$ cat src/pkg/aphp_pkg.sv
// Shared constants and carriers of the ADC parallel host port
package aphp_pkg;

	// Configuration byte field: low selects internal acquisition
	localparam int unsigned CFG_EXT_ACQ_BIT = 5;
	localparam logic [7:0]  CFG_RESET       = 8'h00;
	localparam logic [9:0]  RESULT_RESET    = 10'h000;

	// Conversion clock timing
	localparam int unsigned REF_CLK_PS      = 8000;
	localparam int unsigned INT_CLK_PER_PS  = 250000;
	localparam int unsigned INT_CLK_CYCLES  = INT_CLK_PER_PS / REF_CLK_PS;
	localparam int unsigned ACQ_EDGES       = 4;
	localparam int unsigned CONV_EDGES      = 10;

	// Pins coming in from the host
	typedef struct packed {
		logic       cs_n;
		logic       rd_n;
		logic       wr_n;
		logic       byte_sel;
		logic       clk_pin;
		logic [7:0] data;
	} aphp_pins_s;

	// Pins driven back to the host
	typedef struct packed {
		logic [7:0] data;
		logic       data_oe;
		logic       done_n;
		logic       done_oe;
	} aphp_bus_out_s;

	typedef enum logic [2:0] {
		ST_IDLE,
		ST_ACQ_INT,
		ST_ACQ_EXT,
		ST_CONV
	} aphp_state_e;

endpackage

$ cat src/design/aphp_host_port.sv
// Byte-wide host port and conversion sequencer of a 10-bit ADC
`timescale 1ns/1ps
module aphp_host_port #(
	parameter int unsigned RES_W = 10
) (
	// Clock, reset, enable
	input  wire logic                   ref_clk,
	input  wire logic                   rstn,
	input  wire logic                   ce,
	// Host pins and mode straps
	input  wire aphp_pkg::aphp_pins_s   pins,
	input  wire logic                   ext_clk_mode,
	// Converter analog stand-in
	input  wire logic [RES_W-1:0]       sample_in,
	// Pins toward the host
	output aphp_pkg::aphp_bus_out_s     bus_out,
	// Status
	output logic                        track,
	output logic [7:0]                  cfg_out,
	output logic                        busy
);

	aphp_pkg::aphp_pins_s  s1_reg, s2_reg, prev_reg;
	aphp_pkg::aphp_state_e state_reg, state_next;
	logic [7:0]            cfg_reg, cfg_next, data_reg, data_next;
	logic [3:0]            cnt_reg, cnt_next;
	logic [7:0]            div_reg, div_next;
	logic [RES_W-1:0]      samp_reg, samp_next, res_reg, res_next;
	logic                  done_reg, done_next, rdact_reg, rdact_next;
	logic                  wr_rise, rd_fall, clk_fall, tick, sel;
	logic                  last_conv;

	// Pin synchroniser: first stage feeds only the second
	always_ff @(posedge ref_clk or negedge rstn) begin
		if (!rstn) begin
			s1_reg   <= '1;
			s2_reg   <= '1;
			prev_reg <= '1;
		end else if (ce) begin
			s1_reg   <= pins;
			s2_reg   <= s1_reg;
			prev_reg <= s2_reg;
		end
	end

	// Strobe edges qualified by chip select
	assign sel      = !s2_reg.cs_n;
	assign wr_rise  = sel && s2_reg.wr_n && !prev_reg.wr_n;
	assign rd_fall  = sel && !s2_reg.rd_n && prev_reg.rd_n;
	assign clk_fall = !s2_reg.clk_pin && prev_reg.clk_pin;
	// Internal divider runs free; external edges are only as clean as the pin
	assign tick      = ext_clk_mode ? clk_fall
		: (div_reg == 8'(aphp_pkg::INT_CLK_CYCLES - 1));
	assign last_conv = (state_reg == aphp_pkg::ST_CONV) && tick
		&& (cnt_reg == 4'(aphp_pkg::CONV_EDGES - 1));

	// Sequencer next state
	always_comb begin
		state_next = state_reg;
		cfg_next   = cfg_reg;
		cnt_next   = cnt_reg;
		samp_next  = samp_reg;
		res_next   = res_reg;
		div_next   = (div_reg == 8'(aphp_pkg::INT_CLK_CYCLES - 1)) ? 8'h00 : div_reg + 8'h01;
		case (state_reg)
			aphp_pkg::ST_IDLE: begin
				if (wr_rise) begin
					cfg_next = s2_reg.data;
					cnt_next = 4'h0;
					if (s2_reg.data[aphp_pkg::CFG_EXT_ACQ_BIT])
						state_next = aphp_pkg::ST_ACQ_EXT;
					else
						state_next = aphp_pkg::ST_ACQ_INT;
				end
			end
			aphp_pkg::ST_ACQ_INT: begin
				// Hold on the fourth falling conversion clock edge
				if (tick) begin
					cnt_next = cnt_reg + 4'h1;
					if (cnt_reg == 4'(aphp_pkg::ACQ_EDGES - 1)) begin
						samp_next  = sample_in;
						cnt_next   = 4'h0;
						state_next = aphp_pkg::ST_CONV;
					end
				end
			end
			aphp_pkg::ST_ACQ_EXT: begin
				// Host decides the acquisition length
				if (wr_rise) begin
					samp_next  = sample_in;
					cnt_next   = 4'h0;
					state_next = aphp_pkg::ST_CONV;
				end
			end
			aphp_pkg::ST_CONV: begin
				// Writes during conversion are ignored; the host must not strobe here
				if (tick) begin
					cnt_next = cnt_reg + 4'h1;
					if (last_conv) begin
						res_next   = samp_reg;
						state_next = aphp_pkg::ST_IDLE;
					end
				end
			end
			default: state_next = aphp_pkg::ST_IDLE;
		endcase
	end

	// Read side next values
	always_comb begin
		// Done set wins over a read clearing it in the same cycle
		done_next = last_conv ? 1'b1 :
			((rd_fall || (wr_rise && state_reg == aphp_pkg::ST_IDLE)) ? 1'b0 : done_reg);
		rdact_next = rd_fall ? 1'b1 : ((s2_reg.rd_n || !sel) ? 1'b0 : rdact_reg);
		// High byte: bits 9:8 land on the two lowest lines
		data_next  = s2_reg.byte_sel ? {6'h00, res_reg[9:8]} : res_reg[7:0];
	end

	// Registers of the sequencer and read side
	always_ff @(posedge ref_clk or negedge rstn) begin
		if (!rstn) begin
			state_reg <= aphp_pkg::ST_IDLE;
			cfg_reg   <= aphp_pkg::CFG_RESET;
			cnt_reg   <= 4'h0;
			div_reg   <= 8'h00;
			samp_reg  <= aphp_pkg::RESULT_RESET;
			res_reg   <= aphp_pkg::RESULT_RESET;
			done_reg  <= 1'b0;
			rdact_reg <= 1'b0;
			data_reg  <= 8'h00;
		end else if (ce) begin
			state_reg <= state_next;
			cfg_reg   <= cfg_next;
			cnt_reg   <= cnt_next;
			div_reg   <= div_next;
			samp_reg  <= samp_next;
			res_reg   <= res_next;
			done_reg  <= done_next;
			rdact_reg <= rdact_next;
			data_reg  <= data_next;
		end
	end

	// Drivers released whenever chip select is high
	assign bus_out.data    = data_reg;
	assign bus_out.data_oe = rdact_reg && sel;
	assign bus_out.done_n  = !done_reg;
	assign bus_out.done_oe = sel;
	assign track   = (state_reg == aphp_pkg::ST_ACQ_INT) || (state_reg == aphp_pkg::ST_ACQ_EXT);
	assign cfg_out = cfg_reg;
	assign busy    = (state_reg != aphp_pkg::ST_IDLE);
endmodule

$ cat config.mk
export PLATFORM = sky130hd
export DESIGN_NAME = aphp_host_port
export DESIGN_NICKNAME = d
export VERILOG_FILES = /design/src/pkg/aphp_pkg.sv /design/src/design/aphp_host_port.sv
export SDC_FILE = /design/constraint.sdc
export NUM_CORES = 1
export LEC_CHECK = 0
export BUFFER_PORTS_ARGS = -buffer_cell sky130_fd_sc_hd__buf_2
export CAP_MARGIN = 10
export CORE_MARGIN = 2
export CORE_UTILIZATION = 51
export DETAILED_ROUTE_END_ITERATION = 7
export PLACE_DENSITY = 0.75
export SETUP_SLACK_MARGIN = 0.4
export SLEW_MARGIN = 25
export SYNTH_ARGS = -nofsm -noshare
export SYNTH_HDL_FRONTEND = slang
export SYNTH_SLANG_ARGS = --single-unit
$ cat constraint.sdc
create_clock -name ref_clk -period 1.8 [get_ports ref_clk]
set_input_delay 0.18 -clock ref_clk [delete_from_list [all_inputs] [get_ports ref_clk]]
set_output_delay 0.18 -clock ref_clk [all_outputs]
set_load 0.02 [all_outputs]
==> summary.txt <==
Status
  – Status: finished, violations left
  – Failing checks: negative setup slack

Logic synthesis
  – Synth Area per Inst: 13.47 µm²
  – YS warnings: 0
  – Synth cell types: 45
  – Synth area leaders: dfrtp_1, dfstp_2, mux2_2
  – Cells after Synth: 267
  – Yosys top cell area share: 36.19%
  – Register area share after synthesis: 57.38%
  – Top cells by count, synth: dfrtp_1, mux2_2, dfstp_2
  – Async set-reset flop share out of synthesis: 100.0%
  – Top-count cell post-synth: dfrtp_1
  – EDFF count, synth: 0
  – Synth Flop Type: dfrtp_1
  – Post-Synthesis Cell Area: 3596 µm²
  – Net Count, Synth: 302
  – Synth Register Bits: 81
  – Area leader, netlist: dfrtp_1

Cells and area
  – FILL cells: 488
  – Synth-to-layout area growth: 28.57%
  – Final nets: 382
  – Fraction of layout cells with a size suffix above 1: 57.95%
  – N_diodes: 0
  – Final Core Density: 68.05%
  – Final Cell Area: 4623 µm²

Place
  – Dpl hpwl: 4649 µm
  – Routability cong.: 0.8138
  – Port buffer count: 47
  – Post-DP Area: 4169 µm²

Timing
  – Final Critical Period: 1.957 ns
  – RSZ-0062 raised after global routing: yes
  – Hold Slack: 0.05744 ns
  – Number of hold violations in the final report: 0
  – Max Freq: 511.1 MHz
  – Slew Limit Fails: 0
  – Final WS setup: -0.1567 ns
  – Final setup viols: 26
  – Measured slew at the worst slew-check pin: 0.4298 ns
  – Final period util: 108.7%
  – Slew HR: 71.16%
  – Fin Setup TNS: -2.848 ns
  – Clock Skews: 0.01015 ns

CTS
  – CTS tree: yes
  – CTS Buffer Depth: 2
  – H-tree levels: 3
  – Clock Latency Late Sink: 0.35 ns
  – Root Driver: clkbuf_8
  – Num CTS Buffers: 9
  – CTS clk-pin slew, worst paths: 0.08 ns
  – CTS sink count: 81

Worst setup path
  – Crit path DAT: 2.19 ns
  – Crit. End Element: flip-flop
  – Critical path required time: 2.03 ns
  – Worst r2r src: div_reg[0]
  – Crit Path Max Fanout: 5
  – R2R Setup Slk: -0.16 ns
  – CP startpoint: div_reg[0]
  – Worst setup path class: flip-flop to flip-flop
  – Crit start category: flip-flop

Floorplanning
  – Initial Utilization: 52.93%
  – IO Pins: 48
  – Std-Cell Rows: 30
  – DIE AREA: 7739 µm²
  – Die Y: 87.97 µm
  – Die X: 87.97 µm
  – Core area: 6794 µm²

Global routing
  – Initial antenna violation count: 0
  – Vias in the first global route: 2446
  – M2 GR Usage: 31.54%
  – GR peak layer: met2
  – Met3 usage: 4.147%
  – Grt ovf: 0
  – First-pass GRT wire length: 11830 µm
  – GRT Util Overall: 20.20%
  – GR met1 Demand/Resource: 27.21%
  – Largest net degree at the start of global routing: 55

Pwr
  – PD cells: 1363 nW/µm²
  – LEAKAGE: 2.116 nW
  – VDD IR max: 696.4 µV

Routing
  – Final ANT Viol Nets: 0
  – Remaining DRCs: 0
  – Vias: 2340
  – Pre-Repair DR Iteration Count: 4
  – Vias per cell: 5.223
  – DR WL/cell: 16.02 µm
  – 1st-iter DRT viols: 110
  – WL final: 7179 µm

Worst hold path
  – Hold WC Path Type: input port to flip-flop
  – Worst hold start: sample_in[5]

Flow run
  – Max cap viols: 0
per-stage QoR:
step | setup slack [ns] | cells | power [W]
finish | -0.1567 | 448 | 0.006301
floorplan | -0.1486 | 267 | 0.003925
CTS | -0.1605 | 444 | 0.006245
global placement | -0.1399 | 421 | 0.004457
detailed placement | -0.2030 | 421 | 0.004553
global route | -0.2412 | 448 | 0.006659
critical path: stages, from the launching register on:
cell       delay, ns
dfrtp_1         0.39
inv_2           0.08
ha_4            0.14
nand4b_4        0.13
o41ai_4         0.35
buf_6           0.18
o2111ai_4       0.21
mux2_4          0.36
final cells by class:
type | instances | area (µm²) | share of cell area, %
clock buffer | 13 | 138.9 | 3.004
clock inverter | 3 | 43.79 | 0.9472
inverter | 17 | 63.81 | 1.380
multi-input combinational | 158 | 1605 | 34.72
sequential | 81 | 2063 | 44.63
tap | 96 | 120.1 | 2.598
timing repair buffer | 80 | 588.1 | 12.72
cells in the final DEF (no fill, tap or decap), types with 3 or more instances in the layout:
cell | Yosys | final
xor2_1 | 4 | 4
buf_12 | 0 | 3
buf_2 | 1 | 42
a21oi_2 | 0 | 4
dfrtp_1 | 52 | 52
dfstp_2 | 29 | 29
nand4_1 | 3 | 3
clkbuf_8 | 0 | 9
ha_1 | 8 | 5
mux2_2 | 47 | 37
mux2_4 | 9 | 19
nand3b_1 | 7 | 7
o22ai_1 | 3 | 3
o21ai_0 | 11 | 9
mux2i_1 | 4 | 4
nor2_1 | 10 | 10
clkbuf_1 | 6 | 4
inv_2 | 0 | 5
inv_1 | 17 | 12
buf_4 | 1 | 20
buf_6 | 1 | 14
a21oi_1 | 11 | 6
nand2_1 | 8 | 8
nand2b_1 | 4 | 4
power breakdown:
part | total [W] | internal (W) | leakage, nW | switching (W)
registers | 0.00261 | 0.00231 | 0.983 | 0.000295
logic | 0.00244 | 0.00126 | 1.04 | 0.00118
clock network | 0.00125 | 0.000644 | 0.0916 | 0.000608
total | 0.00630 | 0.00422 | 2.12 | 0.00208
per-layer routing:
metal | share of wire (%) | up-vias
li1 | - | 1111
met1 | 44 | 1159
met2 | 49 | 54
met3 | 3.6 | 16
met4 | 2.5 | 0
met5 | 0 | -
logic make-up after synthesis:
logic type / count (synthesis) / synth area share, %
compound gates: 40 / 8.142
xor+xnor: 6 / 1.461
fa+ha+maj: 8 / 2.784
buf+inv: 29 / 3.375
flops: 81 / 57.38
mux: 60 / 19.59
simple gates: 43 / 7.272
repair_timing:
action,4_1_cts,5_1_grt
hold endpoints to repair,22,0
gates resized for setup,25,18
gates cloned,1,0
hold buffers,1,0
buffers inserted,5,4
endpoints found under the setup margin,43,44
pin swaps,9,7
worst paths after layout:
check,endpoint,cells past startpoint
setup / recovery,samp_reg[0],7
hold / removal,samp_reg[5],2
setup reg to reg,samp_reg[0],7
hold reg to reg,div_reg[7],1
max in group asynchronous,s2_reg[9],3
min in group asynchronous,div_reg[1],2
Note: power is estimated with default switching activity, not from simulation.
